## config.mk

```make
export PLATFORM = sky130hd
export DESIGN_NAME = bfkm_mixer
export DESIGN_NICKNAME = d
export VERILOG_FILES = /design/src/shared/bfkm_pkg.sv /design/src/bfkm_offset_sel.sv /design/src/bfkm_mixer.sv
export SDC_FILE = /design/constraint.sdc
export NUM_CORES = 1
export LEC_CHECK = 0
export BUFFER_PORTS_ARGS = -buffer_cell sky130_fd_sc_hd__buf_4
export CAP_MARGIN = 10
export CORE_AREA = 2 2 127 129
export CTS_CLUSTER_DIAMETER = 100
export DETAILED_ROUTE_END_ITERATION = 16
export DIE_AREA = 0 0 129 131
export GPL_TIMING_DRIVEN = 0
export PLACE_DENSITY = 0.83
export SLEW_MARGIN = 20
export SYNTH_ARGS = -nofsm -noshare
export SYNTH_HDL_FRONTEND = slang
export SYNTH_SLANG_ARGS = --single-unit
export TNS_END_PERCENT = 20
```

## constraint.sdc

```tcl
create_clock -name clk_sys -period 17.7 [get_ports clk_sys]
set_input_delay 3.54 -clock clk_sys [delete_from_list [all_inputs] [get_ports clk_sys]]
set_output_delay 3.54 -clock clk_sys [all_outputs]
set_load 0.005 [all_outputs]
```

## src/shared/bfkm_pkg.sv

```systemverilog
// Constants, register map and types for the B-field keystream mixer
package bfkm_pkg;

   ////////////////////////////////////////////////////////////////////////////////////////////
   // Register byte offsets
   localparam logic [7:0] REG_CTRL    = 8'h00;
   localparam logic [7:0] REG_SEGLEN  = 8'h04;
   localparam logic [7:0] REG_QBITS   = 8'h08;
   localparam logic [7:0] REG_RATIO   = 8'h0C;
   localparam logic [7:0] REG_SUBCNT  = 8'h10;
   localparam logic [7:0] REG_DATALEN = 8'h14;
   localparam logic [7:0] REG_CRCLEN  = 8'h18;
   localparam logic [7:0] REG_STATUS  = 8'h1C;
   localparam logic [7:0] REG_COUNT   = 8'h20;

   // Control field positions
   localparam int CTRL_START_BIT = 0;
   localparam int CTRL_FMT_LSB   = 1;
   localparam int CTRL_CFG_LSB   = 4;
   localparam int CTRL_RX_BIT    = 7;
   localparam int STAT_BUSY_BIT  = 0;
   localparam int STAT_DONE_BIT  = 1;

   // Reset values
   localparam logic [10:0] SEGLEN_RST  = 11'h690;   // 1680 bit segments
   localparam logic [11:0] QBITS_RST   = 12'h000;
   localparam logic [3:0]  RATIO_RST   = 4'h1;
   localparam logic [5:0]  SUBCNT_RST  = 6'h08;
   localparam logic [11:0] DATALEN_RST = 12'h040;
   localparam logic [4:0]  CRCLEN_RST  = 5'h10;
   localparam logic [1:0]  FMT_RST     = 2'h0;
   localparam logic [2:0]  CFG_RST     = 3'h0;

   // Protection formats
   localparam logic [1:0] FMT_MULTI    = 2'h0;
   localparam logic [1:0] FMT_CONST    = 2'h1;
   localparam logic [1:0] FMT_ENCODED  = 2'h2;

   // Modulation configurations
   localparam logic [2:0] CFG_1A               = 3'h0;
   localparam logic [2:0] CFG_1B               = 3'h1;
   localparam logic [2:0] CFG_2                = 3'h2;
   localparam logic [2:0] CFG_3                = 3'h3;
   localparam logic [2:0] CFG_CONFIG_OFFSET80  = 3'h4;
   localparam logic [2:0] CFG_CONFIG_OFFSET120 = 3'h5;
   localparam logic [2:0] CFG_5                = 3'h6;
   localparam logic [2:0] CFG_6                = 3'h7;

   // Keystream offsets and subfield geometry
   localparam logic [6:0]  OFF_BASE   = 7'h28;       // 40
   localparam logic [6:0]  OFF_80     = 7'h50;       // 80
   localparam logic [6:0]  OFF_120    = 7'h78;       // 120
   localparam logic [15:0] SUB_BITS   = 16'h0040;    // 64 data bits
   localparam logic [15:0] SUB_GAP    = 16'h0010;    // 80 stride minus 64

   typedef enum logic [2:0] {
      PH_IDLE,
      PH_LEAD,
      PH_DATA,
      PH_GAP,
      PH_TAIL
   } bfkm_phase_e;

endpackage : bfkm_pkg

```

## src/bfkm_offset_sel.sv

```systemverilog
// Keystream offset and B-field bit count selection per configuration
`timescale 1ns/10ps
module bfkm_offset_sel
   import bfkm_pkg::*;
(
   input  wire logic [2:0]  cfg,          // Modulation configuration
   input  wire logic [10:0] seg_len,      // Segment length maximum
   input  wire logic [11:0] q_user,       // Software q for offset80/120
   output logic      [6:0]  offset,       // First used keystream bit
   output logic      [11:0] q_eff         // Effective B-field bit count
);

   // Offset 80 and 120 configurations, otherwise 40
   always_comb begin
      if (cfg == CFG_CONFIG_OFFSET80) begin
         offset = OFF_80;
      end else if (cfg == CFG_CONFIG_OFFSET120) begin
         offset = OFF_120;
      end else begin
         offset = OFF_BASE;
      end
   end

   always_comb begin
      if (cfg == CFG_CONFIG_OFFSET80 || cfg == CFG_CONFIG_OFFSET120) begin
         q_eff = q_user;
      end else begin
         q_eff = {1'b0, seg_len} - {5'h00, OFF_BASE};
      end
   end

endmodule : bfkm_offset_sel

```

## src/bfkm_mixer.sv

```systemverilog
// B-field keystream mixer: bit-serial XOR of payload with keystream segment
`timescale 1ns/10ps
module bfkm_mixer
   import bfkm_pkg::*;
(
   input  wire logic        clk_sys,      // System clock, 10 MHz
   input  wire logic        rst_n,        // Async reset, active low
   input  wire logic [7:0]  reg_addr,     // Register byte address
   input  wire logic [31:0] reg_wdata,    // Register write data
   input  wire logic        reg_wr,       // Write strobe
   input  wire logic        reg_rd,       // Read strobe
   output logic      [31:0] reg_rdata,    // Read data, cycle after strobe
   input  wire logic        key_valid,    // Keystream bit offered
   input  wire logic        key_bit,      // Keystream bit
   output logic             key_ready,    // Keystream bit taken
   input  wire logic        pl_valid,     // Payload bit offered
   input  wire logic        pl_bit,       // Payload bit
   output logic             pl_ready,     // Payload bit taken
   output logic             out_valid,    // Mixed bit pulse
   output logic             out_bit,      // Mixed bit
   output logic             busy          // Burst in progress
);

   typedef struct packed {
      bfkm_phase_e phase;
      logic [10:0] seg_cnt;
      logic [15:0] bit_cnt;
      logic [5:0]  sub_cnt;
      logic [15:0] used_cnt;
      logic        done;
      logic        out_valid;
      logic        out_bit;
      logic [31:0] rdata;
      logic [1:0]  fmt;
      logic [2:0]  cfg;
      logic        rx;
      logic [10:0] seg_len;
      logic [11:0] q_user;
      logic [3:0]  ratio;
      logic [5:0]  sub_num;
      logic [11:0] data_len;
      logic [4:0]  crc_len;
   } bfkm_state_s;

   bfkm_state_s st_reg;
   bfkm_state_s st_next;

   logic [6:0]  offset;
   logic [11:0] q_eff;
   logic [15:0] enc_len;
   logic [15:0] data_len_now;
   logic [15:0] gap_len_now;
   logic        active;
   logic        need_pl;
   logic        step;
   logic        seg_wrap;
   logic        bit_end;
   logic        lead_done;

   ////////////////////////////////////////////////////////////////////////////////////////////
   // Offset and q selection
   bfkm_offset_sel u_sel (
      .cfg     (st_reg.cfg),
      .seg_len (st_reg.seg_len),
      .q_user  (st_reg.q_user),
      .offset  (offset),
      .q_eff   (q_eff)
   );

   assign enc_len = {4'h0, q_eff} * {12'h000, st_reg.ratio};

   // Lengths of the current data and gap runs
   always_comb begin
      case (st_reg.fmt)
         FMT_ENCODED: data_len_now = enc_len;
         FMT_CONST:   data_len_now = {4'h0, st_reg.data_len};
         default:     data_len_now = SUB_BITS;
      endcase
      gap_len_now = (st_reg.fmt == FMT_CONST) ? {11'h000, st_reg.crc_len} : SUB_GAP;
   end

   ////////////////////////////////////////////////////////////////////////////////////////////
   // Stream handshake
   assign active    = (st_reg.phase != PH_IDLE);
   assign need_pl   = (st_reg.phase == PH_DATA) ||
                      (st_reg.phase == PH_GAP && st_reg.fmt == FMT_CONST);
   assign key_ready = active && (!need_pl || pl_valid);
   assign pl_ready  = need_pl && key_valid;
   assign step      = active && key_valid && (!need_pl || pl_valid);
   assign seg_wrap  = ({5'h00, st_reg.seg_cnt} + 16'h0001) >= {5'h00, st_reg.seg_len};
   assign bit_end   = (st_reg.bit_cnt + 16'h0001) >= ((st_reg.phase == PH_LEAD) ?
                      {9'h000, offset} : (st_reg.phase == PH_DATA) ? data_len_now : gap_len_now);
   assign lead_done = step && (st_reg.phase == PH_LEAD) && bit_end;

   ////////////////////////////////////////////////////////////////////////////////////////////
   // Next state
   always_comb begin
      st_next           = st_reg;
      st_next.out_valid = 1'b0;
      st_next.rdata     = 32'h0000_0000;

      // Register writes
      if (reg_wr) begin
         case (reg_addr)
            REG_CTRL: begin
               st_next.fmt = reg_wdata[CTRL_FMT_LSB +: 2];
               st_next.cfg = reg_wdata[CTRL_CFG_LSB +: 3];
               st_next.rx  = reg_wdata[CTRL_RX_BIT];
               if (reg_wdata[CTRL_START_BIT] && !active) begin
                  st_next.phase    = PH_LEAD;
                  st_next.seg_cnt  = 11'h000;
                  st_next.bit_cnt  = 16'h0000;
                  st_next.sub_cnt  = 6'h00;
                  st_next.used_cnt = 16'h0000;
                  st_next.done     = 1'b0;
               end
            end
            REG_SEGLEN:  st_next.seg_len  = reg_wdata[10:0];
            REG_QBITS:   st_next.q_user   = reg_wdata[11:0];
            REG_RATIO:   st_next.ratio    = reg_wdata[3:0];
            REG_SUBCNT:  st_next.sub_num  = reg_wdata[5:0];
            REG_DATALEN: st_next.data_len = reg_wdata[11:0];
            REG_CRCLEN:  st_next.crc_len  = reg_wdata[4:0];
            default: ;
         endcase
      end

      // Register reads, unmapped reads as zero
      if (reg_rd) begin
         case (reg_addr)
            REG_CTRL:    st_next.rdata = {24'h000000, st_reg.rx, st_reg.cfg, 1'b0,
                                          st_reg.fmt, 1'b0};
            REG_SEGLEN:  st_next.rdata = {21'h000000, st_reg.seg_len};
            REG_QBITS:   st_next.rdata = {20'h00000, st_reg.q_user};
            REG_RATIO:   st_next.rdata = {28'h0000000, st_reg.ratio};
            REG_SUBCNT:  st_next.rdata = {26'h0000000, st_reg.sub_num};
            REG_DATALEN: st_next.rdata = {20'h00000, st_reg.data_len};
            REG_CRCLEN:  st_next.rdata = {27'h0000000, st_reg.crc_len};
            REG_STATUS:  st_next.rdata = {30'h00000000, st_reg.done, active};
            REG_COUNT:   st_next.rdata = {16'h0000, st_reg.used_cnt};
            default:     st_next.rdata = 32'h0000_0000;
         endcase
      end

      // Bit step
      if (step) begin
         st_next.seg_cnt = seg_wrap ? 11'h000 : st_reg.seg_cnt + 11'h001;
         st_next.bit_cnt = bit_end ? 16'h0000 : st_reg.bit_cnt + 16'h0001;
         st_next.out_valid = need_pl;
         st_next.out_bit   = need_pl ? (pl_bit ^ ((st_reg.phase == PH_DATA) & key_bit)) :
                             st_reg.out_bit;
         if (st_reg.phase == PH_DATA) begin
            st_next.used_cnt = st_reg.used_cnt + 16'h0001;
         end
         case (st_reg.phase)
            PH_LEAD: begin
               if (bit_end) begin
                  st_next.phase = PH_DATA;
               end
            end
            PH_DATA: begin
               if (bit_end) begin
                  if (st_reg.fmt == FMT_ENCODED) begin
                     st_next.phase = seg_wrap ? PH_IDLE : PH_TAIL;
                     st_next.done  = seg_wrap;
                  end else begin
                     st_next.phase = PH_GAP;
                  end
               end
            end
            PH_GAP: begin
               if (bit_end) begin
                  if ({10'h000, st_reg.sub_cnt} + 16'h0001 >= {10'h000, st_reg.sub_num}) begin
                     st_next.phase = seg_wrap ? PH_IDLE : PH_TAIL;
                     st_next.done  = seg_wrap;
                  end else begin
                     st_next.phase   = PH_DATA;
                     st_next.sub_cnt = st_reg.sub_cnt + 6'h01;
                  end
               end
            end
            PH_TAIL: begin
               if (seg_wrap) begin
                  st_next.phase = PH_IDLE;
                  st_next.done  = 1'b1;
               end
            end
            default: st_next.phase = PH_IDLE;
         endcase
      end
   end

   ////////////////////////////////////////////////////////////////////////////////////////////
   // State register
   always_ff @(posedge clk_sys or negedge rst_n) begin
      if (!rst_n) begin
         st_reg          <= '0;
         st_reg.phase    <= PH_IDLE;
         st_reg.fmt      <= FMT_RST;
         st_reg.cfg      <= CFG_RST;
         st_reg.seg_len  <= SEGLEN_RST;
         st_reg.q_user   <= QBITS_RST;
         st_reg.ratio    <= RATIO_RST;
         st_reg.sub_num  <= SUBCNT_RST;
         st_reg.data_len <= DATALEN_RST;
         st_reg.crc_len  <= CRCLEN_RST;
      end else begin
         st_reg <= st_next;
      end
   end

   // Outputs
   assign reg_rdata = st_reg.rdata;
   assign out_valid = st_reg.out_valid;
   assign out_bit   = st_reg.out_bit;
   assign busy      = active;
endmodule : bfkm_mixer

```

* Word level (Yosys, flattened, before mapping) *
Index checks and enable logic that the tools add are counted.

operators by class
  add/sub/neg operators = 7
  multiply operators = 1
  $lt $le $gt $ge = 3
  equality and inequality tests = 16
  muxes and demuxes = 34
  bitwise gates (word level) = 2
  reductions and logical operators = 25

operators with widths
  cell                                                                  count
  53-bit 2-to-1 mux                                                     3
  16-bit case mux with 9 select lines                                   1
  16-bit 2-to-1 mux                                                     5
  55-bit 2-to-1 mux                                                     1
  16-bit by 1-bit adder with 16-bit output, second input constant       2
  8-bit by 5-bit == test with 1-bit output, second input constant       4
  16-bit case mux with 2 select lines                                   1
  3-bit 2-to-1 mux                                                      7
  6-bit 2-to-1 mux                                                      3
  8-bit by 4-bit == test with 1-bit output, second input constant       2
  16-bit >= comparator                                                  1
  12-bit by 4-bit multiplier with 16-bit output                         1
  2-bit AND reduction                                                   8
  7-bit 2-to-1 mux                                                      2
  11-bit by 1-bit adder with 12-bit output, second input constant       1
  12-bit by 11-bit >= comparator with 1-bit output                      1
  12-bit 2-to-1 mux                                                     1
  3-bit case mux with 4 select lines                                    1
  11-bit by 6-bit subtractor with 12-bit output, second input constant  1
  11-bit by 1-bit adder with 11-bit output, second input constant       1
  11-bit 2-to-1 mux                                                     1
  3-bit == test, second input constant                                  3
  8-bit by 3-bit == test with 1-bit output, second input constant       1
  8-bit by 6-bit == test with 1-bit output, second input constant       1
  19 further kinds                                                      35

word-level totals
  bits in registers = 143
  bits of input ports = 48
  output and inout port bits = 37

* Longest topological paths before layout *
Gate-level depths: netlist (run 1).

  depth after elaboration = 11
  gate-level depth with buffers = 26
  mapped depth without buffers = 24

* Hierarchy *
From an unflattened synthesis (run 1), not the netlist that was laid out.

second synthesis, totals
  cells, all modules = 962
  area, all modules = 9093.7 µm²

by module, submodules not included
  module           instances  cells an instance  area each (µm²)  sequential area each (µm²)
  bfkm_mixer       1          902                8744.6           3188.1
  bfkm_offset_sel  1          60                 349.1            0.0

* Worst setup path before layout (run 1) *
OpenSTA, ideal clock, no wires.

  path kind = input port to output port
  start point = input pl_valid
  end point = output key_ready
  arrival = 3.915 ns
  slack = 10.245 ns
  stages on the path = 2
  path buffers = 0
  path through = a21oi_1 -> nand2_1

on the way
  cells in the longest elaborated chain, start to end = 2

ends and longest elaborated chain
  element             RTL line          source
  start: declaration  bfkm_mixer.sv:16  input wire logic pl_valid,
  1-bit logical OR    bfkm_mixer.sv:87  assign key_ready = active && (!need_pl || pl_valid);
  1-bit logical AND   bfkm_mixer.sv:87
  end: declaration    bfkm_mixer.sv:15  output logic key_ready,

Every way passes these cells.

* Worst setup path in the final report (run 1) *
Ends and elaborated chain as after synthesis.

==> out/summary.txt, run 1 <==
outcome -> completed
placed cell count -> 1241
Yosys reg bits -> 127
Finished Core Util -> 0.675
Logic pwr share -> 0.293
number of I/O port buffers -> 47
Final GP Congestion -> 0.935
Clock power frac -> 0.364
GR Overflow Total -> 0
gr usage total -> 0.285
kind of critical path -> input port to primary output
Final WS setup -> 9870 ps
RSZ-0062 raised after global routing -> false
Sw Pwr -> 0.352 mW
drt via density -> 5.95
post-cts gate resize count -> 0
Hold WS -> 490 ps
synthesized area -> 9190 µm²
worst slack, placed -> 9880 ps
P_leak -> 5.13 nW
fin cells -> 1273
Vias -> 7576
Worst Setup End Kind -> primary output
Hold Buf Count CTS -> 0
worst rel slew slack -> 0.523
Ys Warns -> 0
Worst VDD drop -> 0.0971 mV
Final ANT Viol Nets -> 0
Net Sw Frac -> 0.346
clk sinks -> 127
clk slew on worst S/H paths -> 60 ps
asr flop ratio synth -> 1.00
top_reg_cell synth -> dfrtp_1
total CTS buffers -> 17
# nets final -> 1172
CTS tree -> yes
Top Ports -> 85
initial drt markers -> 758
final critical-path share of the clock period -> 0.443
number of global-route vias before repair -> 7390
# Max-Cap Violations -> 0
internal power -> 0.665 mW
Synth area leaders -> dfrtp_1 32%, ha_1 8.2%, mux2_2 7.8%
Hold Crit Class -> flop to flop
worst reg-to-reg path cell count -> 23
Post-CTS Setup Inserts -> 0
final setup fails -> 0
Setup TNS Final -> 0 ps
largest net degree at the start of global routing -> 80
first-pass GRT wire length -> 37300 µm
CP Launch Type -> input port
Final Cell Area -> 10500 µm²
Root Buffer -> clkbuf_16
share of cells above drive strength 1 -> 0.200
sequential share of the synthesized area -> 0.347
Synth area leader -> dfrtp_1
placed cell areas -> 9900 µm²
max reg flops -> 109
H-tree level count -> 4
core footprint -> 15600 µm²
die width -> 129 µm
Final min period -> 7830 ps
crit path max fanout -> 4
CP required -> 14160 ps
Power Total -> 1.02 mW
Chip Height -> 131 µm
DP HPWL -> 17200 µm
Initial Util -> 0.589
EDFF count, synth -> 0
residual DRC count -> 0
routed len/inst -> 18.1 µm
Pwr Density -> 96.6 nW/µm²
final hold viol count -> 0
initial antenna violation count -> 0
worst skew pair latency -> 430 ps
share of power burned in registers -> 0.342
diode count -> 0
Max Freq -> 128 MHz
Syn Inst Count -> 962
Worst Skew -> 10.4 ps
Row Count -> 46
CTS max path bufs -> 2
TritonRoute pass-1 iters -> 5
Distinct cells, synth -> 73
synthesized area per cell -> 9.56 µm²
Total Wirelength -> 23100 µm
overall die area -> 16900 µm²
Max Slew Vio Count -> 0
Critical Path AT -> 4290 ps
post-synth top area share -> 0.324
Worst-Margin Slew -> 697 ps
Layout area overhead -> 14.5%
worst hold stages -> 1
-- Yosys cell counts, types with 3 or more instances --
master / number
mux2i_1: 16
inv_1: 70
o21ai_0: 23
a22oi_1: 17
clkbuf_1: 24
buf_2: 9
a32o_1: 3
o211ai_1: 7
o21a_1: 4
nand2b_1: 9
a221oi_1: 3
a31oi_1: 10
a21o_1: 12
o31ai_1: 6
fa_1: 20
ha_1: 60
dfrtp_1: 119
a22o_1: 18
nand3b_1: 5
a222oi_1: 7
xor2_1: 17
nor4_1: 7
a21oi_1: 43
nor2_1: 58
a211oi_1: 3
and2_1: 34
mux2_2: 64
a221o_1: 5
nor3_1: 20
dfstp_2: 8
and3_1: 15
nor2b_1: 11
or3_1: 5
buf_4: 33
nand2_1: 68
nand3_1: 45
xnor2_1: 25
nand4_1: 13
-- logic make-up after synthesis --
family	after synthesis	share of synthesized area
xor+xnor	42	0.0400
fa+ha+maj	80	0.125
compound gates	185	0.145
buf+inv	139	0.0731
other cells	1	0.000408
mux	80	0.0958
flops	127	0.347
simple gates	308	0.174
-- path summary, 6_finish.rpt --
| path | start | to | slack (ps) |
|---|---|---|---|
| worst min register to register | st_reg[106] | st_reg[106] | 490 |
| max in group asynchronous | rst_n | st_reg[23] | 13890 |
| worst max-delay path | pl_valid | key_ready | 9870 |
| min in group asynchronous | rst_n | reg_rdata[15] | 3040 |
| worst min-delay path | st_reg[106] | st_reg[106] | 490 |
| worst max register to register | st_reg[52] | st_reg[110] | 10830 |
-- cells in the final DEF (no fill, tap or decap), drive strengths merged, types with 6 or more instances in the layout --
| cell | n |
|---|---|
| buf | 93 |
| nor3 | 21 |
| fa | 20 |
| dfstp | 8 |
| nand4 | 13 |
| nor2b | 11 |
| inv | 75 |
| nand2b | 9 |
| and3 | 15 |
| dfrtp | 119 |
| ha | 60 |
| a21oi | 44 |
| and2 | 34 |
| o211ai | 7 |
| nor4 | 7 |
| nand3 | 45 |
| conb | 16 |
| a31oi | 10 |
| a22o | 18 |
| o31ai | 6 |
| xor2 | 17 |
| clkbuf | 42 |
| nand2 | 68 |
| a22oi | 17 |
| mux2i | 16 |
| o21ai | 23 |
| mux2 | 64 |
| xnor2 | 25 |
| a21o | 12 |
| a222oi | 7 |
| nor2 | 62 |
-- critical path, cell delays in order --
cell and delay, ps:
buf_4 140, a21oi_1 280, nand2_1 160, buf_4 170
-- final cells by class --
| type | count | area (µm²) |
|---|---|---|
| Sequential cell | 127 | 3190 |
| Clock buffer | 18 | 439 |
| Clock inverter | 14 | 179 |
| Fill cell | 1187 | 5080 |
| Tap cell | 216 | 270 |
| Multi-Input combinational cell | 711 | 5390 |
| Inverter | 70 | 263 |
| Timing Repair Buffer | 48 | 384 |
| Buffer | 69 | 409 |
-- power groups by stage --
stage,logic (mW),clock network (mW),registers [mW]
finish,0.298,0.370,0.348
global route,0.333,0.385,0.351
CTS,0.296,0.371,0.347
detailed placement,0.292,0,0.351
global placement,0.282,0,0.350
floorplan,0.211,0,0.341
-- per-layer routing --
metal	vias up	GRT usage	wire [µm]
li1	3570	-	-
met3	52	0.0745	1710
met5	-	0	0
met4	0	0.0908	456
met2	288	0.470	11200
met1	3666	0.369	9690
No activity file was read; power rests on OpenSTA's default activity.
==> run 2, diff against run 1 <==
--- a/config.mk
+++ b/config.mk
@@ -5,14 +5,15 @@
 export SDC_FILE = /design/constraint.sdc
 export NUM_CORES = 1
 export LEC_CHECK = 0
+export ABC_AREA = 1
 export BUFFER_PORTS_ARGS = -buffer_cell sky130_fd_sc_hd__buf_4
 export CAP_MARGIN = 10
-export CORE_AREA = 2 2 127 129
+export CORE_AREA = 2 2 136 138
 export CTS_CLUSTER_DIAMETER = 100
 export DETAILED_ROUTE_END_ITERATION = 16
-export DIE_AREA = 0 0 129 131
+export DIE_AREA = 0 0 138 140
 export GPL_TIMING_DRIVEN = 0
-export PLACE_DENSITY = 0.83
+export PLACE_DENSITY = 0.79
 export SLEW_MARGIN = 20
 export SYNTH_ARGS = -nofsm -noshare
 export SYNTH_HDL_FRONTEND = slang
==> constraint.sdc (replaced) <==
create_clock -name clk_sys -period 6.6 [get_ports clk_sys]
set_input_delay 1.32 -clock clk_sys [delete_from_list [all_inputs] [get_ports clk_sys]]
set_output_delay 1.32 -clock clk_sys [all_outputs]
set_load 0.005 [all_outputs]
==> run 2 against run 1 <==
  * Design area up 4.7%
  * First-iteration DRC count up 21%
  * Synthesized cell count up 35%
  * Sequential power rose to 2.8 times the previous value
  * Register-to-register slack worse by 10000 ps
  * Die area up 14%
  * Core utilization down 5.5 points
  * Via count up 17%
  * Worst setup slack worse by 9500 ps
  * Clock-buffer cell count up 2
==> out/summary.txt, run 2 <==
total CTS buffers -> 17 (unchanged)
H-tree level count -> 4 (unchanged)
P_leak -> 5.65 nW (+10%)
worst skew pair latency -> 430 ps (about the same)
GR Overflow Total -> 0 (unchanged)
most frequent cells in the layout -> 291 x nand2_1, 218 x inv_1, 119 x dfrtp_1
RSZ-0062 raised after global routing -> false
filler instances -> 1585 (+34%)
Critical Path AT -> 6530 ps (+2240 ps)
Worst VDD drop -> 0.254 mV (+160%)
routed len/inst -> 16.6 µm (-8.3%)
worst rel slew slack -> 0.470 (-0.0531)
clk slew on worst S/H paths -> 60 ps (about the same)
first-pass GRT wire length -> 43900 µm (+18%)
Root Buffer -> clkbuf_16
overall die area -> 19300 µm² (+14%)
Worst-Margin Slew -> 787 ps (+89.3 ps)
Worst Skew -> 9.84 ps (-0.565 ps)
DP HPWL -> 20800 µm (+21%)
Synth area leaders -> dfrtp_1 31%, nand2_1 11%, inv_1 8.5%
CP endpoint -> st_reg[125]
final hold viol count -> 0 (unchanged)
CTS max path bufs -> 2 (unchanged)
EDFF count, synth -> 0 (unchanged)
placed cell areas -> 10300 µm² (+4.3%)
Max Freq -> 162 MHz
most common cell in the synthesized netlist -> nand2_1
clk sinks -> 127 (unchanged)
core footprint -> 17800 µm² (+14%)
Reg2Reg Setup Slack -> 410 ps (-10420 ps)
asr flop ratio synth -> 1.00 (unchanged)
Final GP Congestion -> 1.04 (+11%)
Vias -> 8887 (+17%)
Reg2Reg Capture Point -> st_reg[125]
Post-synth top cells -> 292 x nand2_1, 218 x inv_1, 119 x dfrtp_1
Final ANT Viol Nets -> 0 (unchanged)
max reg flops -> 109 (unchanged)
kind of critical path -> flop to flop
Initial Util -> 0.540 (-0.0497)
Hold Crit Class -> flop to flop
synthesized area per cell -> 7.37 µm² (-23%)
drt via density -> 5.46 (-8.2%)
Worst Setup End Kind -> flop
CP required -> 6950 ps (-7210 ps)
TritonRoute pass-1 iters -> 7 (+2)
Yosys reg bits -> 127 (unchanged)
Top Ports -> 85 (unchanged)
Final Cell Area -> 11000 µm² (+4.7%)
synthesized area -> 9590 µm² (+4.4%)
# Max-Cap Violations -> 0 (unchanged)
CP max stage delay -> 630 ps (+350 ps)
commonest non-fill, non-tap cell in the layout -> nand2_1
Reg-to-Reg Start -> st_reg[52]
sequential share of the synthesized area -> 0.332 (-0.0145)
crit path from -> st_reg[52]
diode count -> 0 (unchanged)
initial antenna violation count -> 0 (unchanged)
Final min period -> 6190 ps
Chip Height -> 140 µm (+6.9%)
post-synth top area share -> 0.310 (-0.0136)
Crit-path slowest cell -> o21ai_0
Pwr Density -> 291 nW/µm² (+200%)
Max Slew Vio Count -> 0 (unchanged)
top_reg_cell synth -> dfrtp_1
Total Wirelength -> 27100 µm (+17%)
Layout area overhead -> 14.8%
Ys Warns -> 0 (unchanged)
final setup fails -> 0 (unchanged)
gr usage total -> 0.285 (+0.000734)
die width -> 138 µm (+7.0%)
CP Launch Type -> flop
residual DRC count -> 0 (unchanged)
outcome -> completed
Row Count -> 49 (+6.5%)
number of global-route vias before repair -> 8678 (+17%)
final critical-path share of the clock period -> 0.938
Post-CTS Setup Inserts -> 0 (unchanged)
Distinct cells, synth -> 55 (-25%)
Syn Inst Count -> 1302 (+35%)
largest net degree at the start of global routing -> 93 (+16%)
initial drt markers -> 919 (+21%)
Synth area leader -> dfrtp_1
CTS tree -> yes
number of I/O port buffers -> 48 (+2.1%)
# nets final -> 1513 (+29%)
worst hold stages -> 2 (+1)
Setup TNS Final -> 0 ps (unchanged)
crit path max fanout -> 10 (+6)
worst reg-to-reg path cell count -> 25 (+8.7%)
share of cells above drive strength 1 -> 0.155 (-0.0451)
Hold Buf Count CTS -> 0 (unchanged)
run 2: changes by cell type after synthesis, moves of 21 or more:
cell / change
o21ai_0: +81
and2_1: -34
nand2_1: +224
nor2_1: +41
xnor2_1: -25
mux2_2: -64
o21ai_1: +26
inv_1: +148
o22ai_1: +21
run 2: cell families (layout without fill, tap and decap cells):
kind of cell / Yosys count / count (layout) / share of synthesized area
DFF: 127 / 127 / 0.332
buffers and inverters: 294 / 375 / 0.134
adders and majority gates: 80 / 80 / 0.120
AOI/OAI and AO/OA: 231 / 231 / 0.135
and+or+nand+nor: 546 / 546 / 0.257
other: 1 / 16 / 0.000391
xor gates and xnor gates: 23 / 23 / 0.0210
run 2: worst max-delay path: cells and delay by family (launching register included):
kind	cells	cell delay (ps)
AND/OR/NAND/NOR	7	1190
flip-flops	1	350
buffers and inverters	6	870
adder cells (fa/ha/maj)	4	1750
AO/OA/AOI/OAI	8	1910
run 2: report_power, final:
part,switching [mW],leakage [nW],internal (mW),total (mW)
logic,0.773,3.68,0.381,1.15
registers,0.103,1.65,0.882,0.985
clock network,0.378,0.317,0.693,1.07
total,1.25,5.65,1.96,3.21
run 2: area by class of cell:
type / instances / area, µm² / area share
clock buffer: 20 / 457 / 0.0415
clock inverter: 12 / 209 / 0.0190
inverter: 237 / 897 / 0.0815
tap: 229 / 287 / 0.0260
sequential: 127 / 3190 / 0.289
multi-input combinational: 896 / 5200 / 0.472
timing repair buffer: 49 / 395 / 0.0359
buffer: 57 / 384 / 0.0349
run 2: metrics by stage:
stage	util	worst slack (ps)	power [mW]	hold slack, ps	cells
final	0.619	412	3.21	484	1627
after global routing	0.619	11.5	3.40	505	1627
after CTS	0.619	311	3.19	488	1627
after detailed placement	0.581	334	2.11	474	1595
after global placement	0.579	428	2.07	467	1594
after floorplan	-	1490	1.78	453	1317
run 2: repair_timing:
action	in CTS	in global routing
setup endpoints to repair	0	25
hold endpoints to repair	0	0
resized for setup	0	3
run 2: metal layers:
layer  up-vias  track usage  routed length [µm]
met2       379        0.458               12500
li1       4283            -                   -
met5         -            0                   0
met1      4164        0.394               11700
met4         0        0.112                 851
met3        61       0.0417                2040
run 2: worst min-delay path by stage:
stage                from          to
5_1_grt         st_reg[7]   st_reg[7]
3_5_place_dp    st_reg[6]   st_reg[6]
6_report        st_reg[6]   st_reg[6]
2_1_floorplan  st_reg[21]  st_reg[21]
3_3_place_gp    st_reg[5]   st_reg[5]
4_1_cts         st_reg[6]   st_reg[6]
